`src/rsi_defines.vh`:
```
`ifndef RSI_DEFINES_VH
`define RSI_DEFINES_VH

// line coding select codes
`define RSI_CODE_NRZL      3'h0
`define RSI_CODE_NRZM      3'h1
`define RSI_CODE_MANS      3'h2
`define RSI_CODE_MANL      3'h3

// start detection modes
`define RSI_START_VIOL     2'h1
`define RSI_START_EXT      2'h2

// receive interrupt sources
`define RSI_IRQ_START      3'h1
`define RSI_IRQ_FULL       3'h4

// oversampling: sixteen ticks per symbol
`define RSI_OS_LAST        4'hF
`define RSI_SAMPLE_PHASE   4'h7
`define RSI_PHASE_ZERO     4'h0
`define RSI_PHASE_STEP     4'h1

// byte framing
`define RSI_BIT_LAST       3'h7
`define RSI_BIT_ZERO       3'h0
`define RSI_BIT_STEP       3'h1
`define RSI_BYTE_ZERO      8'h00

// fifo and divider
`define RSI_FIFO_DEPTH     4
`define RSI_FIFO_AW        2
`define RSI_FINE_OFFSET    8'h01
`define RSI_DIV_ZERO       8'h00
`define RSI_DIV_STEP       8'h01

// transmit line rest level
`define RSI_IDLE_LEVEL     1'b0

// synchroniser slots for the transceiver pins
`define RSI_PIN_RXD        0
`define RSI_PIN_RXC        1
`define RSI_PIN_PAT        2
`define RSI_PIN_TXC        3
`define RSI_PIN_ZERO       4'h0

`endif

```
`src/rsi_top.v`:
```
`timescale 1ns/1ps
`include "rsi_defines.vh"

module rsi_top
#(
  parameter FIFO_DEPTH = `RSI_FIFO_DEPTH,
  parameter FIFO_AW    = `RSI_FIFO_AW
)
(
  // clock and reset
  input  wire               CORE_CLK,
  input  wire               SYS_RST,
  // configuration
  input  wire               RX_ENABLE_BIT,
  input  wire               TX_ENABLE_BIT,
  input  wire [1:0]         BAUD_COARSE_DIV,
  input  wire [3:0]         BAUD_FINE_DIV,
  input  wire               RX_EXT_BITCLK_SEL,
  input  wire               TX_EXT_BITCLK_SEL,
  input  wire               CODING_ENABLE,
  input  wire [2:0]         LINE_CODE_SELECT,
  input  wire [1:0]         START_DETECT_MODE,
  input  wire [2:0]         RX_IRQ_SOURCE_SEL,
  // processor data path
  input  wire [7:0]         TX_DATA_FIELD,
  input  wire               TX_DATA_WR,
  input  wire               RX_DATA_RD,
  input  wire               RX_OVERRUN_CLR,
  output wire [7:0]         RX_DATA_REG,
  output wire [FIFO_AW:0]   RX_FIFO_COUNT,
  output wire [FIFO_AW:0]   TX_FIFO_COUNT,
  output reg                RX_OVERRUN_FLAG,
  // interrupt requests
  output reg                RX_IRQ,
  output reg                TX_IRQ,
  // transceiver pins
  input  wire               RF_RX_DATA,
  input  wire               RF_RX_BITCLK,
  input  wire               RF_PATTERN_DET,
  input  wire               RF_TX_BITCLK,
  output reg                RF_TX_DATA
);

  localparam [FIFO_AW:0] FULL_CNT = FIFO_DEPTH;
  localparam [FIFO_AW:0] NEAR_CNT = FIFO_DEPTH - 1;
  localparam [FIFO_AW:0] ONE_CNT  = 1;

  // transmit symbol for one bit, or for one half of a bit under either Manchester code
  function tx_symbol;
    input       b;
    input       half;
    input       prev;
    input [2:0] code;
    input       cod;
    begin
      if (!cod)
        tx_symbol = b;
      else
        case (code)
          `RSI_CODE_NRZL: tx_symbol = b;
          `RSI_CODE_NRZM: tx_symbol = b ? ~prev : prev;
          `RSI_CODE_MANL: tx_symbol = half ? ~b : b;
          `RSI_CODE_MANS: tx_symbol = half ? (b ? prev : ~prev)
                                           : ~prev;
          default:        tx_symbol = b;
        endcase
    end
  endfunction

  // two symbols per bit under either Manchester code
  function is_manchester;
    input [2:0] code;
    input       cod;
    begin
      is_manchester = cod && (code == `RSI_CODE_MANS ||
                              code == `RSI_CODE_MANL);
    end
  endfunction

  // pin synchronisers
  reg  [3:0] pin_s1;
  reg  [3:0] pin_s2;
  reg  [3:0] pin_d;
  wire [3:0] pin_rise;

  always @(posedge CORE_CLK or posedge SYS_RST)
  begin
    if (SYS_RST)
    begin
      pin_s1 <= `RSI_PIN_ZERO;
      pin_s2 <= `RSI_PIN_ZERO;
      pin_d  <= `RSI_PIN_ZERO;
    end
    else
    begin
      pin_s1 <= {RF_TX_BITCLK, RF_PATTERN_DET, RF_RX_BITCLK, RF_RX_DATA};
      pin_s2 <= pin_s1;
      pin_d  <= pin_s2;
    end
  end

  assign pin_rise = pin_s2 & ~pin_d;

  // baud generator
  wire os_tick;

  rsi_baud u_baud
  (
    .clk     (CORE_CLK),
    .rst     (SYS_RST),
    .coarse  (BAUD_COARSE_DIV),
    .fine    (BAUD_FINE_DIV),
    .os_tick (os_tick)
  );

  // transmit path
  reg  [3:0] tx_phase;
  reg        tx_busy;
  reg  [7:0] tx_shreg;
  reg  [2:0] tx_bitcnt;
  reg        tx_half;
  reg        tx_cod;
  reg  [2:0] tx_code;
  wire [7:0] tx_head;
  wire       tx_tick;
  wire       tx_two;
  wire       tx_end;
  wire       tx_pop;

  assign tx_tick = TX_EXT_BITCLK_SEL ? pin_rise[`RSI_PIN_TXC]
                 : (os_tick && tx_phase == `RSI_OS_LAST);
  assign tx_two  = is_manchester(tx_code, tx_cod);
  assign tx_end  = tx_busy && tx_bitcnt == `RSI_BIT_LAST &&
                   (!tx_two || tx_half);
  // the next byte leaves the fifo on the last symbol of the current one
  assign tx_pop  = TX_ENABLE_BIT && tx_tick && (!tx_busy || tx_end) &&
                   TX_FIFO_COUNT != {(FIFO_AW+1){1'b0}};

  rsi_fifo #(.WIDTH(8), .DEPTH(FIFO_DEPTH), .AW(FIFO_AW)) u_tx_fifo
  (
    .clk   (CORE_CLK),
    .rst   (SYS_RST),
    .flush (1'b0),
    .wr    (TX_DATA_WR),
    .wdata (TX_DATA_FIELD),
    .rd    (tx_pop),
    .rdata (tx_head),
    .count (TX_FIFO_COUNT)
  );

  always @(posedge CORE_CLK or posedge SYS_RST)
  begin
    if (SYS_RST)
    begin
      tx_phase   <= `RSI_PHASE_ZERO;
      tx_busy    <= 1'b0;
      tx_shreg   <= `RSI_BYTE_ZERO;
      tx_bitcnt  <= `RSI_BIT_ZERO;
      tx_half    <= 1'b0;
      tx_cod     <= 1'b0;
      tx_code    <= `RSI_CODE_NRZL;
      RF_TX_DATA <= `RSI_IDLE_LEVEL;
      TX_IRQ     <= 1'b0;
    end
    else if (!TX_ENABLE_BIT)
    begin
      tx_phase   <= `RSI_PHASE_ZERO;
      tx_busy    <= 1'b0;
      tx_bitcnt  <= `RSI_BIT_ZERO;
      tx_half    <= 1'b0;
      RF_TX_DATA <= `RSI_IDLE_LEVEL;
      TX_IRQ     <= 1'b0;
    end
    else
    begin
      if (os_tick)
        tx_phase <= tx_phase + `RSI_PHASE_STEP;
      TX_IRQ <= tx_pop && TX_FIFO_COUNT == ONE_CNT && !TX_DATA_WR;
      if (tx_tick && tx_busy)
      begin
        RF_TX_DATA <= tx_symbol(tx_shreg[7], tx_half, RF_TX_DATA,
                                tx_code, tx_cod);
        if (tx_two && !tx_half)
          tx_half <= 1'b1;
        else
        begin
          tx_half   <= 1'b0;
          tx_shreg  <= {tx_shreg[6:0], 1'b0};
          tx_bitcnt <= tx_bitcnt + `RSI_BIT_STEP;
        end
      end
      if (tx_pop)
      begin
        tx_shreg  <= tx_head;
        tx_bitcnt <= `RSI_BIT_ZERO;
        tx_half   <= 1'b0;
        tx_busy   <= 1'b1;
        tx_cod    <= CODING_ENABLE;
        tx_code   <= LINE_CODE_SELECT;
      end
      else if (tx_tick && tx_end)
        tx_busy <= 1'b0;
    end
  end

  // receive path
  reg  [3:0] rx_phase;
  reg  [7:0] rx_shreg;
  reg  [2:0] rx_bitcnt;
  reg        rx_half;
  reg        rx_first;
  reg        rx_last;
  wire       rx_sym;
  wire       rx_sample;
  wire       rx_start;
  wire       rx_push;
  wire       rx_room;
  reg        dec_ok;
  reg        dec_bit;
  reg        dec_viol;
  reg        next_half;
  reg        next_first;

  assign rx_sym    = pin_s2[`RSI_PIN_RXD];
  assign rx_sample = RX_EXT_BITCLK_SEL ? pin_rise[`RSI_PIN_RXC]
                   : (os_tick && rx_phase == `RSI_SAMPLE_PHASE);

  // symbol decoder
  always @*
  begin
    dec_ok     = 1'b0;
    dec_bit    = rx_sym;
    dec_viol   = 1'b0;
    next_half  = rx_half;
    next_first = rx_first;
    if (!CODING_ENABLE)
      dec_ok = 1'b1;
    else
      case (LINE_CODE_SELECT)
        `RSI_CODE_NRZL:
        begin
          dec_ok = 1'b1;
        end
        `RSI_CODE_NRZM:
        begin
          dec_ok  = 1'b1;
          dec_bit = rx_sym ^ rx_last;
        end
        `RSI_CODE_MANL:
        begin
          next_first = rx_sym;
          next_half  = 1'b1;
          if (rx_half && rx_first != rx_sym)
          begin
            dec_ok    = 1'b1;
            dec_bit   = rx_first;
            next_half = 1'b0;
          end
          else if (rx_half)
            dec_viol = 1'b1; // no mid-bit edge; realign on this symbol
        end
        `RSI_CODE_MANS:
        begin
          if (!rx_half)
          begin
            dec_viol   = rx_sym == rx_last; // missing boundary edge
            next_first = rx_sym;
            next_half  = 1'b1;
          end
          else
          begin
            dec_ok    = 1'b1;
            dec_bit   = rx_first == rx_sym;
            next_half = 1'b0;
          end
        end
        default:
        begin
          dec_ok = 1'b1;
        end
      endcase
  end

  assign rx_start = RX_ENABLE_BIT && (
      (rx_sample && dec_viol &&
       START_DETECT_MODE == `RSI_START_VIOL) ||
      (pin_rise[`RSI_PIN_PAT] &&
       START_DETECT_MODE == `RSI_START_EXT));
  assign rx_push  = RX_ENABLE_BIT && rx_sample && dec_ok &&
                    rx_bitcnt == `RSI_BIT_LAST && !rx_start;
  assign rx_room  = RX_FIFO_COUNT != FULL_CNT || RX_DATA_RD;

  rsi_fifo #(.WIDTH(8), .DEPTH(FIFO_DEPTH), .AW(FIFO_AW)) u_rx_fifo
  (
    .clk   (CORE_CLK),
    .rst   (SYS_RST),
    .flush (rx_start),
    .wr    (rx_push),
    .wdata ({rx_shreg[6:0], dec_bit}),
    .rd    (RX_DATA_RD),
    .rdata (RX_DATA_REG),
    .count (RX_FIFO_COUNT)
  );

  always @(posedge CORE_CLK or posedge SYS_RST)
  begin
    if (SYS_RST)
    begin
      rx_phase        <= `RSI_PHASE_ZERO;
      rx_shreg        <= `RSI_BYTE_ZERO;
      rx_bitcnt       <= `RSI_BIT_ZERO;
      rx_half         <= 1'b0;
      rx_first        <= 1'b0;
      rx_last         <= 1'b0;
      RX_IRQ          <= 1'b0;
      RX_OVERRUN_FLAG <= 1'b0;
    end
    else
    begin
      // set wins over a clear in the same cycle
      if (rx_push && !rx_room)
        RX_OVERRUN_FLAG <= 1'b1;
      else if (RX_OVERRUN_CLR)
        RX_OVERRUN_FLAG <= 1'b0;
      if (!RX_ENABLE_BIT)
      begin
        rx_phase  <= `RSI_PHASE_ZERO;
        rx_bitcnt <= `RSI_BIT_ZERO;
        rx_half   <= 1'b0;
        RX_IRQ    <= 1'b0;
      end
      else
      begin
        // phase realigns on every line edge
        if (rx_sym != pin_d[`RSI_PIN_RXD])
          rx_phase <= `RSI_PHASE_ZERO;
        else if (os_tick)
          rx_phase <= rx_phase + `RSI_PHASE_STEP;
        RX_IRQ <= (RX_IRQ_SOURCE_SEL == `RSI_IRQ_START && rx_start) ||
                  (RX_IRQ_SOURCE_SEL == `RSI_IRQ_FULL && rx_push &&
                   RX_FIFO_COUNT == NEAR_CNT && !RX_DATA_RD);
        if (rx_sample)
        begin
          rx_last  <= rx_sym;
          rx_half  <= next_half;
          rx_first <= next_first;
          if (dec_ok)
          begin
            rx_shreg  <= {rx_shreg[6:0], dec_bit};
            rx_bitcnt <= rx_bitcnt + `RSI_BIT_STEP;
          end
        end
        if (rx_start)
          rx_bitcnt <= `RSI_BIT_ZERO;
      end
    end
  end

endmodule // rsi_top

```
`src/rsi_baud.v`:
```
`timescale 1ns/1ps
`include "rsi_defines.vh"

module rsi_baud
(
  // clock and reset
  input  wire       clk,
  input  wire       rst,
  // division factors
  input  wire [1:0] coarse,
  input  wire [3:0] fine,
  // one pulse per oversample period
  output reg        os_tick
);

  reg  [7:0] cnt;
  wire [7:0] fine_factor;
  wire [7:0] div_last;

  assign fine_factor = {4'h0, fine} + `RSI_FINE_OFFSET;
  // coarse weight is a power of two; code zero gives one
  assign div_last = (fine_factor << coarse) - `RSI_DIV_STEP;

  // >= so a smaller divisor written mid-count takes effect at once
  always @(posedge clk or posedge rst)
  begin
    if (rst)
    begin
      cnt     <= `RSI_DIV_ZERO;
      os_tick <= 1'b0;
    end
    else if (cnt >= div_last)
    begin
      cnt     <= `RSI_DIV_ZERO;
      os_tick <= 1'b1;
    end
    else
    begin
      cnt     <= cnt + `RSI_DIV_STEP;
      os_tick <= 1'b0;
    end
  end

endmodule // rsi_baud

```
`src/rsi_fifo.v`:
```
`timescale 1ns/1ps
`include "rsi_defines.vh"

module rsi_fifo
#(
  parameter WIDTH = 8,
  parameter DEPTH = `RSI_FIFO_DEPTH,
  parameter AW    = `RSI_FIFO_AW
)
(
  // clock and reset
  input  wire           clk,
  input  wire           rst,
  // control
  input  wire           flush,
  input  wire           wr,
  input  wire [WIDTH-1:0] wdata,
  input  wire           rd,
  // head of queue, registered
  output reg  [WIDTH-1:0] rdata,
  output reg  [AW:0]      count
);

  localparam [AW:0] FULL_CNT = DEPTH;
  localparam [AW:0] ONE_CNT  = 1;
  localparam [AW-1:0] ONE_PTR = 1;

  reg  [WIDTH-1:0] mem [0:DEPTH-1];
  reg  [AW-1:0]    wptr;
  reg  [AW-1:0]    rptr;
  wire             do_rd;
  wire             do_wr;
  wire [AW-1:0]    rptr_n;

  assign do_rd  = rd & (count != {(AW+1){1'b0}}) & ~flush;
  assign do_wr  = wr & ((count != FULL_CNT) | do_rd) & ~flush;
  assign rptr_n = do_rd ? rptr + ONE_PTR : rptr;

  always @(posedge clk)
  begin
    if (do_wr)
      mem[wptr] <= wdata;
  end

  // head is prefetched so a read returns data with no bubble
  always @(posedge clk or posedge rst)
  begin
    if (rst)
    begin
      wptr  <= {AW{1'b0}};
      rptr  <= {AW{1'b0}};
      count <= {(AW+1){1'b0}};
      rdata <= {WIDTH{1'b0}};
    end
    else if (flush)
    begin
      wptr  <= {AW{1'b0}};
      rptr  <= {AW{1'b0}};
      count <= {(AW+1){1'b0}};
    end
    else
    begin
      if (do_wr)
        wptr <= wptr + ONE_PTR;
      rptr <= rptr_n;
      if (do_wr & ~do_rd)
        count <= count + ONE_CNT;
      else if (do_rd & ~do_wr)
        count <= count - ONE_CNT;
      rdata <= (do_wr && wptr == rptr_n) ? wdata : mem[rptr_n];
    end
  end

endmodule // rsi_fifo

```
`config.mk`:
```
export PLATFORM = sky130hd
export DESIGN_NAME = rsi_top
export DESIGN_NICKNAME = d
export VERILOG_FILES = /design/src/rsi_top.v /design/src/rsi_baud.v /design/src/rsi_fifo.v
export VERILOG_INCLUDE_DIRS = /design/src /design/src/src
export SDC_FILE = /design/constraint.sdc
export NUM_CORES = 1
export LEC_CHECK = 0
export BUFFER_PORTS_ARGS = -buffer_cell sky130_fd_sc_hd__buf_2
export CORE_ASPECT_RATIO = 0.8
export CORE_MARGIN = 5
export CORE_UTILIZATION = 40
export DETAILED_ROUTE_END_ITERATION = 10
export PLACE_DENSITY = 0.62
export SYNTH_ARGS = -nofsm -noshare
export SYNTH_HDL_FRONTEND = slang
export SYNTH_SLANG_ARGS = --single-unit
```
`constraint.sdc`:
```
create_clock -name CORE_CLK -period 4.9 [get_ports CORE_CLK]
set_input_delay 0.245 -clock CORE_CLK [delete_from_list [all_inputs] [get_ports CORE_CLK]]
set_output_delay 0.245 -clock CORE_CLK [all_outputs]
set_load 0.02 [all_outputs]
```
==> results.toml <==
[floorplan]
core_um2 = 18900
die_area_um2 = 22000
die_x_um = 165
die_y_um = 134
start_util = 0.405
io_pins = 54
rows = 45

[clocking]
cts_buffer_depth = 2
htree_levels = 4
clk_pin_slew_ns = 0.07
insertion_delay_ns = 0.43
clock-sinks = 157
cts_inserted_buffers = 17
cts_tree = "built"
cts-root-buf = "clkbuf_16"

[final_layout]
instances_no_fill = 925
area_growth_pct = 15.2
diodes = 0
drive_above_1_share = 0.196
nFillCells = 1735
nNetsFinal = 721

[sta]
maxClockFrequency_mhz = 314
rsz0062_at_grt = "no"
maxSlewViolCount = 0
fin_crit_ns = 3.18
hold_viol = 0
worstMarginPinSlew_ns = 0.913
setup_viol = 0
finalSetupTns_ns = 0
period_share = 0.649
setup_slack_ns = 1.72
final.setup_skew_ns = 0.0158
relSlewSlack = 0.392

[global_routing]
grt_overflow = 0
track_usage = 0.145
grt_pass1_vias = 4871
grt_pass1_wl_um = 25200
antenna_found_initial = 0
grt_max_degree = 49

[setup_path]
cp.arrival_ns = 3.49
timing.rr.start = "u_tx_fifo.count[0]"
critPathLaunchType = "register"
endpoint = "u_tx_fifo.rdata[6]"
r2r_end = "u_tx_fifo.rdata[6]"
crit_type = "register to register"
rrSetupSlack_ns = 1.72
r2r_cells = 10
cp-startpoint = "u_tx_fifo.count[0]"
worstPathRequired_ns = 5.21
crit_path_max_fanout = 17
end_kind = "register"

[synthesis]
synthArstFlopShare = 0.592
synth_commonest_cells = "dfrtp_1, edfxtp_1, nand2_1, nor2_1, ha_1"
synth_area_leaders = "dfrtp_1, edfxtp_1, ha_1"
synth.avg_cell_area_um2 = 13.0
seq_area_frac_synth = 0.555
ys_seq_elements = 157
synth_ff_type = "dfrtp_1"
synth_cell_types = 67
yosysWarnings = 0
syn-num-nets = 656
synth-edff-count = 64
yosysMostFrequentCell = "dfrtp_1"
synth_area_um2 = 7660
synth_top_area_share = 0.304
synth_area_leader_cell = "dfrtp_1"
syn_inst = 589

[place]
dpl.cell_count = 886
place_congestion = 0.777
port_buffers = 53
dpl.hpwl_um = 10600
place_ws_ns = 1.67

[power_and_ir_drop]
p_leak_nw = 3.77
switching_share = 0.329
power_mw = 4.45
p_sw_mw = 1.46
power_frac_seq = 0.440
internal_power_mw = 2.99
powerDensity_nw_per_um2 = 504
pwr-share-comb = 0.268
pwr-share-clk = 0.292
ir_worst_vdd_v = 0.000196

[worst_hold_path]
hp-class = "input pin to register"

[drt]
via_count = 4747
postRouteAntennaNets = 0
finalWirelength_um = 15000
route.detailed.drc = 0
viasPerCell = 5.13
first_pass_iters = 4
drt_iter0_markers = 312
route.detailed.wl_per_inst_um = 16.2

[job]
cap_violations = 0

[status]
status = "completed"
==> stage by stage <==
stage | instance area, µm² | util | hold slack (ns)
3_5_place_dp | 8180 | 0.432 | 0.337
2_1_floorplan | 7660 | - | 0.276
5_1_grt | 8830 | 0.467 | 0.0411
4_1_cts | 8830 | 0.467 | 0.0352
3_3_place_gp | 8180 | 0.432 | 0.343
6_report | 8830 | 0.467 | 0.0527
==> power by group through the flow <==
stage / logic [mW] / registers (mW) / clock network, mW
after floorplan: 0.933 / 1.91 / 0
after global placement: 1.17 / 1.97 / 0
after detailed placement: 1.21 / 1.99 / 0
after CTS: 1.22 / 1.96 / 1.33
after global routing: 1.33 / 2.00 / 1.39
final: 1.19 / 1.96 / 1.30
==> layout by cell type (no fill, tap or decap), types with 10 or more instances in the layout <==
cell       count
clkbuf_16     17
edfxtp_1      64
mux4_1        10
o21ai_0       25
dfrtp_1       93
nor2_1        41
inv_1         24
mux4_2        12
xnor2_1       15
ha_1          30
a21oi_1       16
mux2i_1       29
mux2_2        13
buf_2         53
nand3_1       14
a22oi_1       10
nand2_1       49
xor2_1        18
==> logic make-up (layout without fill, tap and decap cells) <==
group                    after synthesis  in the layout  share of synthesized area
AND/OR/NAND/NOR                      163            163                      0.110
flip-flops                           157            157                      0.555
AO/OA/AOI/OAI                         91             91                     0.0813
multiplexers                          67             67                      0.132
buffers and inverters                 44            122                     0.0256
XOR/XNOR                              36             36                     0.0441
adder cells (fa/ha/maj)               31             31                     0.0516
==> layout make-up <==
| cell class | count | area, µm² | area share |
|---|---|---|---|
| multi-input cells | 388 | 3220 | 0.364 |
| inverters | 27 | 104 | 0.0118 |
| clock inverters | 14 | 150 | 0.0170 |
| repair buffers | 63 | 358 | 0.0405 |
| clock buffers | 18 | 429 | 0.0486 |
| flip-flops and latches | 157 | 4250 | 0.481 |
| well taps | 258 | 323 | 0.0366 |
==> worst min path at each step <==
stage / from / slack (ns) / to / depth (start not counted)
5_1_grt: TX_DATA_FIELD[1] / 0.04 / u_tx_fifo.mem[1][1] / 1
4_1_cts: TX_DATA_FIELD[3] / 0.04 / u_tx_fifo.mem[3][3] / 1
2_1_floorplan: RF_RX_DATA / 0.28 / pin_s1[0] / 0
6_report: TX_DATA_FIELD[3] / 0.05 / u_tx_fifo.mem[3][3] / 1
3_3_place_gp: pin_s1[0] / 0.34 / pin_s2[0] / 0
3_5_place_dp: pin_s1[0] / 0.34 / pin_s2[0] / 0
==> routing by layer <==
metal / global-route usage / vias to the layer above / part of all wire
met5: 0 / - / 0
met4: 0.0388 / 0 / 0.0086
met3: 0.0393 / 10 / 0.042
met2: 0.226 / 85 / 0.46
met1: 0.201 / 2362 / 0.49
li1: - / 2290 / -
==> state kept, by name (all words and copies together), names as in the netlist, 7 cells and up <==
| signal | flops |
|---|---|
| tx_shreg | 8 |
| u_rx_fifo.mem | 32 |
| u_baud.cnt | 8 |
| u_tx_fifo.rdata | 8 |
| u_tx_fifo.mem | 32 |
| u_rx_fifo.rdata | 8 |
| rx_shreg | 7 |
==> timing repair <==
action                    in CTS  in global routing
resized for setup              0                  0
hold endpoints to repair      53                  0
hold buffers                   7                  0
buffers inserted               0                  0
==> critical path: stages, from the launching register on <==
cell,delay (ns)
dfrtp_1,0.42
inv_1,0.09
ha_1,0.26
nor2b_1,0.18
a2111oi_4,0.45
buf_4,0.30
nand2_2,0.09
xor2_2,0.51
xnor2_2,0.20
nand3_4,0.19
mux2_4,0.35
No activity file was read; power rests on OpenSTA's default activity.
